## src/design/pgfm_map.svh

```systemverilog
`ifndef PGFM_MAP_SVH
`define PGFM_MAP_SVH
// Overview of operation
// - pin functions come from the two select registers at 0x0462 and 0x0463
// - indicator pins take their condition from the light config register at 0x0460
// - select 000 drives each pin with its own indicator channel
// - select 001 drives each pin with the clock output
// - pin b select 010 drives the wake event interrupt
// - pin b select 011 drives the supply low alarm interrupt
// - pin b select 110 holds the pin low
// - pin b select 111 holds the pin high
// - a pin function gives a pulse at each transmit start of frame
// - a pin function gives a pulse at each receive start of frame
// - a strap makes receive data pin 3 carry the 50 MHz reference clock
`define PGFM_ADDR_LED_CFG 16'h0460
`define PGFM_ADDR_SEL_A 16'h0462
`define PGFM_ADDR_SEL_B 16'h0463
`define PGFM_ADDR_IRQ_STAT 16'h0470
`define PGFM_ADDR_IRQ_CLR 16'h0471
`define PGFM_ADDR_IRQ_EN 16'h0472
`define PGFM_RST_LED_CFG 16'h0000
`define PGFM_RST_SEL_A 16'h0000
`define PGFM_RST_SEL_B 16'h0000
`define PGFM_SEL_A_PIN_A_LSB 0
`define PGFM_SEL_A_PIN_B_LSB 4
`define PGFM_SEL_B_PIN_C_LSB 0
`define PGFM_LED_SRC_W 4
`define PGFM_SEL_LIGHT 3'h0
`define PGFM_SEL_CLOCK 3'h1
`define PGFM_SEL_WAKE 3'h2
`define PGFM_SEL_LOWV 3'h3
`define PGFM_SEL_TX_SFD 3'h4
`define PGFM_SEL_RX_SFD 3'h5
`define PGFM_SEL_LOW 3'h6
`define PGFM_SEL_HIGH 3'h7
`endif

```

## src/design/pgfm_pkg.sv

```systemverilog
package pgfm_pkg;
    typedef struct packed {
        logic [15:0] addr;
        logic [15:0] wdata;
        logic wr;
        logic rd;
    } pgfm_req_t;
    typedef struct packed {
        logic link_up;
        logic activity;
        logic ref_clock;
        logic rmii_ref_clock;
        logic magic_packet_wake_event;
        logic supply_low_alarm;
        logic tx_sfd;
        logic rx_sfd;
        logic rx_d3;
    } pgfm_src_t;
    typedef struct packed {
        logic indicator_pin_a;
        logic indicator_pin_b;
        logic indicator_pin_c;
        logic rx_d3_pin;
    } pgfm_pins_t;
endpackage

```

## src/design/pgfm_mux.sv

```systemverilog
// The implementer's own choice: the strobed register port.
`timescale 1ns/1ps
`default_nettype none
`include "pgfm_map.svh"
module pgfm_mux (
    input wire logic clk,
    input wire logic rst,
    input wire pgfm_pkg::pgfm_req_t req,
    output logic [15:0] rdata,
    input wire pgfm_pkg::pgfm_src_t src,
    input wire logic rmii_ref_strap,
    output pgfm_pkg::pgfm_pins_t pins,
    output logic irq
);
    import pgfm_pkg::*;

    // ****************************************
    // state
    // ****************************************
    typedef struct packed {
        logic [15:0] light_indicator_config;
        logic [15:0] gpio_function_select_a;
        logic [15:0] gpio_function_select_b;
        logic [15:0] rdata;
        logic [1:0] stat;
        logic [1:0] en;
        logic [1:0] ev_d;
        logic strap;
        logic strap_s1;
        logic strap_s2;
        logic [1:0] strap_cnt;
        pgfm_pins_t pins;
        logic irq;
    } pgfm_state_t;

    pgfm_state_t cur;
    pgfm_state_t next_cur;

    // indicator condition chosen by a 4-bit source code
    function automatic logic light_src(input logic [3:0] code, input pgfm_src_t s);
        case (code)
            4'h0: light_src = s.link_up;
            4'h1: light_src = s.link_up & ~s.activity;
            4'h2: light_src = s.activity;
            4'h3: light_src = 1'b0;
            default: light_src = 1'b1;
        endcase
    endfunction

    // one pin's function from its select code
    function automatic logic pin_fn(input logic [2:0] sel, input logic light,
                                    input pgfm_src_t s);
        case (sel)
            `PGFM_SEL_LIGHT: pin_fn = light;
            `PGFM_SEL_CLOCK: pin_fn = s.ref_clock;
            `PGFM_SEL_WAKE: pin_fn = s.magic_packet_wake_event;
            `PGFM_SEL_LOWV: pin_fn = s.supply_low_alarm;
            `PGFM_SEL_TX_SFD: pin_fn = s.tx_sfd;
            `PGFM_SEL_RX_SFD: pin_fn = s.rx_sfd;
            `PGFM_SEL_LOW: pin_fn = 1'b0;
            default: pin_fn = 1'b1;
        endcase
    endfunction

    // ****************************************
    // next state
    // ****************************************
    always_comb
    begin
        logic [2:0] sa;
        logic [2:0] sb;
        logic [2:0] sc;
        logic [1:0] ev;
        logic [1:0] clr;
        next_cur = cur;
        sa = cur.gpio_function_select_a[`PGFM_SEL_A_PIN_A_LSB +: 3];
        sb = cur.gpio_function_select_a[`PGFM_SEL_A_PIN_B_LSB +: 3];
        sc = cur.gpio_function_select_b[`PGFM_SEL_B_PIN_C_LSB +: 3];
        ev = {src.supply_low_alarm, src.magic_packet_wake_event};
        clr = 2'h0;
        // register writes
        if (req.wr)
        begin
            case (req.addr)
                `PGFM_ADDR_LED_CFG: next_cur.light_indicator_config = req.wdata;
                `PGFM_ADDR_SEL_A: next_cur.gpio_function_select_a = req.wdata;
                `PGFM_ADDR_SEL_B: next_cur.gpio_function_select_b = req.wdata;
                `PGFM_ADDR_IRQ_CLR: clr = req.wdata[1:0];
                `PGFM_ADDR_IRQ_EN: next_cur.en = req.wdata[1:0];
                default: ;
            endcase
        end
        // register reads, data one cycle later
        next_cur.rdata = 16'h0000;
        if (req.rd)
        begin
            case (req.addr)
                `PGFM_ADDR_LED_CFG: next_cur.rdata = cur.light_indicator_config;
                `PGFM_ADDR_SEL_A: next_cur.rdata = cur.gpio_function_select_a;
                `PGFM_ADDR_SEL_B: next_cur.rdata = cur.gpio_function_select_b;
                `PGFM_ADDR_IRQ_STAT: next_cur.rdata = {14'h0000, cur.stat};
                `PGFM_ADDR_IRQ_EN: next_cur.rdata = {14'h0000, cur.en};
                default: next_cur.rdata = 16'h0000;
            endcase
        end
        // rising edge of wake and low supply sets sticky bits; set beats clear
        next_cur.ev_d = ev;
        next_cur.stat = (cur.stat & ~clr) | (ev & ~cur.ev_d);
        next_cur.irq = |(next_cur.stat & next_cur.en);
        // strap pin passes two flops, then is caught once on the third edge after reset
        next_cur.strap_s1 = rmii_ref_strap;
        next_cur.strap_s2 = cur.strap_s1;
        if (cur.strap_cnt != 2'h3)
        begin
            next_cur.strap_cnt = cur.strap_cnt + 2'h1;
            if (cur.strap_cnt == 2'h2)
            begin
                next_cur.strap = cur.strap_s2;
            end
        end
        // pin outputs
        next_cur.pins.indicator_pin_a =
            pin_fn(sa, light_src(cur.light_indicator_config[3:0], src), src);
        next_cur.pins.indicator_pin_b =
            pin_fn(sb, light_src(cur.light_indicator_config[7:4], src), src);
        next_cur.pins.indicator_pin_c =
            pin_fn(sc, light_src(cur.light_indicator_config[11:8], src), src);
        next_cur.pins.rx_d3_pin = cur.strap ? src.rmii_ref_clock : src.rx_d3;
    end

    // ****************************************
    // registers
    // ****************************************
    always_ff @(posedge clk or posedge rst)
    begin
        if (rst)
        begin
            cur <= '0;
            cur.light_indicator_config <= `PGFM_RST_LED_CFG;
            cur.gpio_function_select_a <= `PGFM_RST_SEL_A;
            cur.gpio_function_select_b <= `PGFM_RST_SEL_B;
        end
        else
        begin
            cur <= next_cur;
        end
    end

    assign rdata = cur.rdata;
    assign pins = cur.pins;
    assign irq = cur.irq;
endmodule
`default_nettype wire

```

## config.mk

```make
export PLATFORM = sky130hd
export DESIGN_NAME = pgfm_mux
export DESIGN_NICKNAME = d
export VERILOG_FILES = /design/src/design/pgfm_pkg.sv /design/src/design/pgfm_mux.sv
export VERILOG_INCLUDE_DIRS = /design/src /design/src/design
export SDC_FILE = /design/constraint.sdc
export NUM_CORES = 1
export LEC_CHECK = 0
export BUFFER_PORTS_ARGS = -buffer_cell sky130_fd_sc_hd__buf_4
export CORE_MARGIN = 3
export CORE_UTILIZATION = 50
export CTS_CLUSTER_SIZE = 8
export DETAILED_ROUTE_END_ITERATION = 10
export MAX_ROUTING_LAYER = met4
export PLACE_DENSITY = 0.79
export SLEW_MARGIN = 20
export SYNTH_ARGS = -nofsm -noshare
export SYNTH_HDL_FRONTEND = slang
export SYNTH_SLANG_ARGS = --single-unit
export TNS_END_PERCENT = 100
```

## constraint.sdc

```tcl
create_clock -name clk -period 3.96 [get_ports clk]
set_clock_uncertainty 0.15 [all_clocks]
set_input_delay 0.198 -clock clk [delete_from_list [all_inputs] [get_ports clk]]
set_output_delay 0.198 -clock clk [all_outputs]
set_load 0.005 [all_outputs]
```

==> results of run 1 <==
## metal layers
layer | wire length, um | up-vias
li1 | - | 1134
met1 | 3440 | 1237
met2 | 3750 | 94
met3 | 416 | 20
met4 | 208 | 0
met5 | 0 | -
## kinds of logic after synthesis
| family | synth area share |
|---|---|
| buffers and inverters | 0.0679 |
| muxes | 0.187 |
| and+or+nand+nor | 0.100 |
| DFF | 0.549 |
| AOI/OAI and AO/OA | 0.0861 |
| xor gates and xnor gates | 0.00240 |
| adders and majority gates | 0.00686 |
## state kept, by name, indices dropped and copies added, names as in the netlist
register / flops
cur: 59
rdata: 16
irq: 1
pins: 4
## metrics by stage
step	instances	power (mW)	utilization	area, um^2
after floorplan	274	0.876	-	3650
after global placement	410	0.930	0.588	4080
after detailed placement	411	0.932	0.590	4100
after CTS	448	1.59	0.652	4530
after global routing	448	1.64	0.652	4530
final	448	1.58	0.652	4530
## cells in the mapped netlist, drive strengths merged (3+ instances only)
cell    count  area (um^2)
nor3        3         26.3
nor4        3         48.8
a21oi       8         40.0
mux2i       6         60.1
clkbuf      4         15.0
a222oi     16          160
o21ai       4         20.0
buf        25          188
dfrtp      80         2000
nand2       8         37.5
mux2       52          623
nand4       5         52.6
inv        12         45.0
nor2       20         75.1
## final cells by class
cell class                 instances  area, um^2
clock inverter                     5        81.3
timing repair buffer              92         753
clock buffer                      10         128
fill                             512        2420
sequential                        80        2000
multi-input combinational        153        1400
tap                               96         120
inverter                          12        46.3
## power by group through the flow
stage | Sequential [mW] | Combinational (mW) | Clock [mW]
after detailed placement | 0.839 | 0.0928 | 0
after floorplan | 0.839 | 0.0371 | 0
after global routing | 0.823 | 0.120 | 0.694
after CTS | 0.823 | 0.110 | 0.656
after global placement | 0.839 | 0.0912 | 0
final | 0.823 | 0.109 | 0.646
## worst max-delay path: stages
cell and delay (ps):
buf_4 120, nor4b_4 380, nand4_4 200, nor3_4 710
nand2_4 330, mux2_4 380
## worst paths after layout
| check | slack, ps | startpoint | cells past startpoint | end |
|---|---|---|---|---|
| worst max register to register | 2260 | cur[73] | 5 | pins[1] |
| max in group asynchronous | 2400 | rst | 4 | cur[46] |
| worst max-delay path | 1730 | req[27] | 6 | cur[37] |
| worst min register to register | 210 | cur[8] | 0 | cur[7] |
| min in group asynchronous | 410 | rst | 3 | cur[5] |
| worst min-delay path | 70 | src[1] | 4 | pins[2] |
==> reports/metrics.yaml, run 1 <==
async_flop_share: 1.00
cts_setup_buffers: 0
grt.busiest_layer: "met2"
port_buffers: 66
ant_nets: 0
critPathCaptureType: "flop"
syn_area_um2: 3650
finalCritPeriodShare: 0.564
grtUsageMet2: 0.320
maxSlewViolCount: 0
rows: 30
overflow: 0
area_growth_pct: 24.2
setup_slack_ps: 1730
fin_nets: 396
layout_common_cells: "dfrtp_1, buf_4, mux2_2, dlygate4sd3_1, nor2_1"
start_util: 0.525
die_h_um: 91.4
finalHoldViolCount: 0
drive_gt1_frac: 0.412
drc: 0
status: "completed"
power_density_nw_per_um2: 349
h-tree-depth: 3
firstDrtPassIters: 5
slew_headroom: 0.422
p_leak_nw: 2.24
p_sw_uw: 346
netlist-cell-type-count: 41
synthFlopType: "dfrtp_1"
clk_pin_slew_ps: 80
postCtsResizedCells: 0
grtUsageMet3: 0.0381
drv_cap: 0
grt_first_pass_wirelength_mm: 13.0
fmax_mhz: 447
root_buffer: "clkbuf_8"
tightest_slew_ps: 866
fin_crit_ps: 2230
viasPerCell: 5.55
antenna_found_initial: 0
preCtsSetupSlack_ps: 1380
min_path_type: "in2reg"
ys_seq_elements: 80
cp.arrival_ps: 2320
die-area_um2: 8350
clock_latency_ps: 350
dp_hpwl_mm: 5.33
core_um2: 6940
dr_total_vias: 2485
power_frac_comb: 0.069
drt_iter0_drc: 193
fin_tns_setup_ps: 0
die_w_um: 91.4
grt_pass1_vias: 2641
use_met1: 0.259
syn-num-nets: 322
clk_path_buf_depth: 2
synth_edf_count: 0
yosys_warnings: 0
antenna_cells: 0
pwr-share-clk: 0.409
cts_tree: "built"
cts_buffers: 9
netlist_instances: 274
hold_ws_ps: 72.8
p_seq_frac: 0.521
vdd_drop_max_mv: 0.166
post_cts_hold_buffer_count: 22
grt_max_degree: 54
top_level_ports: 67
critPathLaunchType: "input pin"
required_ps: 4050
routedWlPerCell_um: 17.4
critical_path_class: "in2reg"
layout_commonest_cell: "dfrtp_1"
gp_congestion: 0.776
postSynthAreaPerCell_um2: 13.3
path_max_fanout: 17
wirelength_mm: 7.82
rsz0062_at_grt: "false"
swShare: 0.219
setup_viol: 0
intPower_mw: 1.23
clock-sinks: 80
grt_use_total: 0.205
yosysSeqAreaShare: 0.549
(Power assumes the default switching activity.)
==> run 2: changes to the inputs <==
- clock period: 3.96 -> 2.24 ns (I/O delays scaled with it)
==> reports/metrics.yaml, run 2 (same netlist as run 1, synthesis figures left out) <==
status: "completed"  # unchanged
met2_length_mm: 3.88  # was 3.75 mm
viasPerCell: 5.52  # was 5.55
cts_tree: "built"  # unchanged
path_max_fanout: 14  # was 17
h-tree-depth: 3  # unchanged
ant_nets: 0  # unchanged
whs_endpoint: "cur[14]"  # was pins[2]
r2r_start: "cur[73]"  # unchanged
fin_tns_setup_ps: 0  # unchanged
top_level_ports: 67  # unchanged
firstDrtPassIters: 6  # was 5
antenna_cells: 0  # unchanged
cts_setup_buffers: 0  # unchanged
finalCritPeriodShare: 0.808
grt_first_pass_wirelength_mm: 13.0  # about the same
clock-sinks: 80  # unchanged
max_stage_delay_ps: 530  # was 710 ps
cp_top_family: "buffers and inverters"  # was simple AND/OR/NAND/NOR gates
fin_nets: 401  # was 396
die_h_um: 91.4  # unchanged
finalHoldViolCount: 0  # unchanged
cts_buffers: 9  # unchanged
min_path_type: "in2reg"  # unchanged
hold_depth: 5  # was 4
drv_cap: 0  # unchanged
cpMaxStageDelayCell: "dlygate4sd3_1"  # was nor3_4
regMostFlops: "cur"  # unchanged
path_buf_inv: 3  # was 1
worst-r2r-setup-slack_ps: 570  # was 2260 ps
layout_common_cells: "dfrtp_1, buf_4, mux2_2, dlygate4sd3_1, nor2_1"  # unchanged
critical_path_class: "in2reg"  # unchanged
utilization: 0.660  # was 0.652
antenna_found_initial: 0  # unchanged
cp.depth: 8  # was 6
routedWlPerCell_um: 17.3  # was 17.4 um
crit_path_cell_trace: "dlygate4sd3_1 > buf_4 > nor3b_1 > nand4_1 > nor3_1 > buf_4 > a222oi_1 > nor2_1"  # was buf_4 > nor4b_4 > nand4_4 > nor3_4 > nand2_4 > mux2_4
overflow: 0  # unchanged
setup_viol: 0  # unchanged
reg2regPathDepth: 5  # unchanged
die-area_um2: 8350  # unchanged
grt_max_degree: 81  # was 54
fmax_mhz: 552
clock_latency_ps: 350  # about the same
clk_path_buf_depth: 2  # unchanged
required_ps: 2370  # was 4050 ps
core_um2: 6940  # unchanged
wirelength_mm: 7.83  # was 7.82 mm
largest_reg_flops: 59  # unchanged
cp.arrival_ps: 1940  # was 2320 ps
r2r_end: "pins[1]"  # unchanged
gp_congestion: 0.788  # was 0.776
met3_wirelength_um: 460  # was 416 um
port_buffers: 66  # unchanged
p_leak_nw: 2.26  # was 2.24 nW
power_density_nw_per_um2: 598  # was 349 nW/um^2
drive_gt1_frac: 0.416  # was 0.412
slew_headroom: 0.678  # was 0.422
vdd_drop_max_mv: 0.261  # was 0.166 mV
drc: 0  # unchanged
wl_met1_mm: 3.38  # was 3.44 mm
start_util: 0.525  # unchanged
area_growth_pct: 25.8  # was 24.2%
fin_crit_ps: 1810
grt_use_total: 0.205  # about the same
power.total_mw: 2.74  # was 1.58 mW
clk_pin_slew_ps: 80  # about the same
grt_pass1_vias: 2578  # was 2641
min-delay-start: "req[19]"  # was src[1]
crit_path_frequent_cell: "buf_4"
rows: 30  # unchanged
rsz0062_at_grt: "false"  # unchanged
critPathCaptureType: "flop"  # unchanged
drt_iter0_drc: 169  # was 193
dp_hpwl_mm: 5.10  # was 5.33 mm
root_buffer: "clkbuf_8"  # unchanged
maxSlewViolCount: 0  # unchanged
die_w_um: 91.4  # unchanged
dr_total_vias: 2507  # was 2485
tightest_slew_ps: 477  # was 866 ps
layout_commonest_cell: "dfrtp_1"  # unchanged
critPathLaunchType: "input pin"  # unchanged
top_layer: "met4"  # unchanged
-- run 2: cell types whose count changed in the layout (fill, tap and decap cells not counted), sizes merged --
| cell | before | now |
|---|---|---|
| buf | 70 | 73 |
| dlygate4sd3 | 22 | 24 |
| bufinv | 2 | 1 |
| clkbuf | 10 | 11 |
| clkinvlp | 1 | 2 |
-- run 2: how the worst max path moves through the flow --
stage | from | endpoint | slack, ps
2_1_floorplan | req[27] | cur[48] | 380
3_3_place_gp | req[27] | cur[55] | 350
3_5_place_dp | req[27] | cur[48] | 300
4_1_cts | req[18] | rdata[3] | 470
5_1_grt | req[18] | rdata[15] | 360
6_report | req[18] | rdata[3] | 430
-- run 2: where the power goes --
part | internal (mW) | leakage [nW] | switching (mW)
clock network | 0.554 | 0.100 | 0.535
registers | 1.45 | 1.08 | 0.00302
logic | 0.108 | 1.08 | 0.0923
total | 2.11 | 2.26 | 0.630
-- run 2: through the flow --
| step | instances | hold WS, ps | instance area, um^2 | setup WS, ps |
|---|---|---|---|---|
| after floorplan | 274 | -6.57 | 3650 | 385 |
| after global placement | 414 | 72.9 | 4140 | 345 |
| after detailed placement | 414 | 74.6 | 4140 | 302 |
| after CTS | 454 | 40.6 | 4590 | 469 |
| after global routing | 454 | 76.3 | 4590 | 365 |
| final | 454 | 51.5 | 4590 | 430 |
-- run 2: layout make-up --
| cell class | count | area, um^2 |
|---|---|---|
| repair buffers | 97 | 813 |
| multi-input cells | 153 | 1400 |
| well taps | 96 | 120 |
| flip-flops and latches | 80 | 2000 |
| fillers | 503 | 2360 |
| clock inverters | 5 | 63.8 |
| clock buffers | 11 | 141 |
| inverters | 12 | 48.8 |
-- run 2: timing repair --
action	CTS	global route
resized for setup	0	0
endpoints found under the hold margin	138	0
hold buffers	24	0
-- run 2: worst min-delay path, delay by kind of cell --
kind / cells / cell delay (ps)
buffers and inverters: 2 / 180
and+or+nand+nor: 2 / 140
AOI/OAI and AO/OA: 1 / 80
-- run 2: layer usage --
layer  up-vias  global-route usage
li1       1152                   -
met3        11              0.0389
met4         0              0.0766
met5         -                   -
met2        97               0.327
met1      1247               0.260
==> run 3: changes to the inputs <==
- ABC_AREA: unset -> 1
- PLACE_DENSITY: 0.79 -> 0.78
- clock period: 2.24 -> 1.8 ns (I/O delays scaled with it)
==> reports/metrics.yaml, run 3 <==
grt.busiest_layer: "met2"  # unchanged
cpMaxStageDelayCell: "nand2_4"  # was dlygate4sd3_1
tightest_slew_ps: 505  # was 477 ps
p_seq_frac: 0.507  # was 0.530
max_stage_delay_ps: 290  # was 530 ps
dp_hpwl_mm: 5.97  # was 5.10 mm
dr_total_vias: 3220  # was 2507
min_path_type: "in2reg"  # unchanged
critPathLaunchType: "input pin"  # unchanged
overflow: 0  # unchanged
drt_iter0_drc: 217  # was 169
synth_top_family_by_area: "simple AND/OR/NAND/NOR gates"  # was multiplexers
gp_congestion: 0.923  # was 0.788
synth_top_area_share: 0.490  # was 0.549
cp.arrival_ps: 1450  # was 1940 ps
viasPerCell: 4.96  # was 5.52
drv_cap: 0  # unchanged
status: "completed"  # unchanged
netlist-cell-type-count: 28  # was 41
yosys_warnings: 0  # unchanged
finalHoldViolCount: 0  # unchanged
postSynthAreaPerCell_um2: 8.71  # was 13.3 um^2
p_sw_uw: 834  # was 630 uW
die_h_um: 96.4  # was 91.4 um
yosysSeqAreaShare: 0.490  # was 0.549
yosysTopAreaCell: "dfrtp_1"  # unchanged
synth-simple-area-share: 0.235  # was 0.100
clock_latency_ps: 360  # was 350 ps
rsz0062_at_grt: "false"  # unchanged
drc: 0  # unchanged
crit_path_cell_trace: "buf_4 > nor2_1 > nand2_1 > nor2_4 > nand2_2 > clkinv_2 > nand2_4 > nand2_1 > o21ai_2"  # was dlygate4sd3_1 > buf_4 > nor3b_1 > nand4_1 > nor3_1 > buf_4 > a222oi_1 > nor2_1
synth_mux_area_frac: 0  # was 0.187
p_leak_nw: 2.56  # was 2.26 nW
layout_common_cells: "nand2_1, dfrtp_1, buf_4, inv_1, o21ai_2"  # was dfrtp_1, buf_4, mux2_2, dlygate4sd3_1, nor2_1
finalCritPeriodShare: 0.762
netlist_instances: 469  # was 274
crit_path_frequent_cell: "nand2_1"  # was buf_4
die_w_um: 96.4  # was 91.4 um
preCtsSetupSlack_ps: 63.6  # was 302 ps
fmax_mhz: 729
firstDrtPassIters: 4  # was 6
clk_path_buf_depth: 2  # unchanged
syn-num-nets: 517  # was 322
area_growth_pct: 21.0  # was 25.8%
maxSlewViolCount: 0  # unchanged
fin_nets: 590  # was 401
start_util: 0.523  # was 0.525
cts_tree: "built"  # unchanged
fin_crit_ps: 1370
worst-r2r-setup-slack_ps: 480  # was 570 ps
swShare: 0.234  # was 0.230
use_met1: 0.266  # was 0.260
synth_compound_area_frac: 0.137  # was 0.0861
root_buffer: "clkbuf_8"  # unchanged
setup_slack_ps: 428  # was 430 ps
path_max_fanout: 32  # was 14
synthFlopType: "dfrtp_1"  # unchanged
grt_first_pass_wirelength_mm: 14.1  # was 13.0 mm
rows: 32  # was 30
critical_path_class: "in2reg"  # unchanged
cts_buffers: 9  # unchanged
setup_viol: 0  # unchanged
synth_xor_area_frac: 0.00215  # was 0.00240
critPathCaptureType: "flop"  # unchanged
top_level_ports: 67  # unchanged
grt_pass1_vias: 3080  # was 2578
regMostFlops: "cur"  # unchanged
vdd_drop_max_mv: 0.398  # was 0.261 mV
drive_gt1_frac: 0.302  # was 0.416
routedWlPerCell_um: 13.1  # was 17.3 um
antenna_cells: 0  # unchanged
largest_reg_flops: 59  # unchanged
core_um2: 7810  # was 6940 um^2
placed_area_um2: 4460  # was 4140 um^2
grt_max_degree: 69  # was 81
slew_headroom: 0.663  # was 0.678
wirelength_mm: 8.48  # was 7.83 mm
pwr-share-clk: 0.418  # was 0.397
die-area_um2: 9290  # was 8350 um^2
grtUsageMet2: 0.321  # was 0.327
power_density_nw_per_um2: 722  # was 598 nW/um^2
yosysMostFrequentCell: "nand2_1"  # was dfrtp_1
clk_pin_slew_ps: 80  # about the same
ys_seq_elements: 80  # unchanged
ant_nets: 0  # unchanged
synth_edf_count: 0  # unchanged
cp_top_family: "simple AND/OR/NAND/NOR gates"  # was buffers and inverters
grtUsageMet3: 0.0352  # was 0.0389
power_frac_comb: 0.074  # was 0.073
async_flop_share: 1.00  # unchanged
postCtsResizedCells: 0  # unchanged
port_buffers: 66  # unchanged
synthTopCellsByArea: "dfrtp_1, nand2_1, o21ai_2"  # was dfrtp_1, mux2_2, a222oi_1
fin_tns_setup_ps: 0  # unchanged
path_buf_inv: 2  # was 3
required_ps: 1880  # was 2370 ps
synth_commonest_cells: "nand2_1, dfrtp_1, inv_1"  # was dfrtp_1, mux2_2, buf_4, nor2_1, a222oi_1
grt_use_total: 0.202  # was 0.205
clock-sinks: 80  # unchanged
antenna_found_initial: 0  # unchanged
fin_area_um2: 4940  # was 4590 um^2
layout_commonest_cell: "nand2_1"  # was dfrtp_1
syn_area_um2: 4080  # was 3650 um^2
synth_fa_ha_area_frac: 0.00613  # was 0.00686
intPower_mw: 2.73  # was 2.11 mW
h-tree-depth: 3  # unchanged
-- run 3: per-stage QoR --
stage               instances   util  hold WS, ps  power, mW
global placement          608  0.571        -71.6       2.07
detailed placement        608  0.571        -63.9       2.07
floorplan                 469      -        -28.6       1.95
CTS                       649  0.633         18.9       3.60
global route              649  0.633         21.6       3.70
finish                    649  0.633         27.7       3.57
-- run 3: kinds of logic (layout without fill, tap and decap cells) --
family | count (synthesis) | after routing
AO/OA/AOI/OAI | 76 | 76
XOR/XNOR | 1 | 1
adder cells (fa/ha/maj) | 2 | 2
buffers and inverters | 94 | 172
flip-flops | 80 | 80
AND/OR/NAND/NOR | 216 | 216
-- run 3: timing repair --
item                                   CTS  global route
setup buffers                            0             0
hold buffers                            25             0
endpoints found under the hold margin  152             0
-- run 3: area by class of cell --
cell class                 instances  area [um^2]
fill                             629         2870
sequential                        80         2000
multi-input combinational        295         1550
timing repair buffer              96          796
inverter                          60          233
tap                              102          128
clock buffer                       9          124
clock inverter                     7          104
-- run 3: power groups by stage --
stage               clock network [mW]  registers, mW  logic (mW)
floorplan                            0           1.85       0.101
global placement                     0           1.85       0.220
detailed placement                   0           1.85       0.226
CTS                               1.52           1.81       0.270
global route                      1.60           1.81       0.295
finish                            1.49           1.81       0.265
-- run 3: final timing paths --
| kind | start | to | depth (start not counted) |
|---|---|---|---|
| setup / recovery | req[33] | cur[37] | 9 |
| hold / removal | src[1] | pins[3] | 4 |
| setup reg to reg | cur[54] | pins[2] | 3 |
| hold reg to reg | cur[8] | cur[7] | 0 |
| max in group asynchronous | rst | cur[35] | 4 |
| min in group asynchronous | rst | cur[63] | 3 |
-- run 3: worst register-to-register path, stage by stage (launching register included) --
cell	delay, ps
dfrtp_1	450
or2_2	310
a32oi_1	180
o21ai_0	100
-- run 3: per-layer routing --
| metal | wire [um] | vias to the layer above |
|---|---|---|
| met1 | 3710 | 1522 |
| met3 | 441 | 17 |
| met4 | 146 | 0 |
| met5 | 0 | - |
| li1 | - | 1599 |
| met2 | 4180 | 82 |
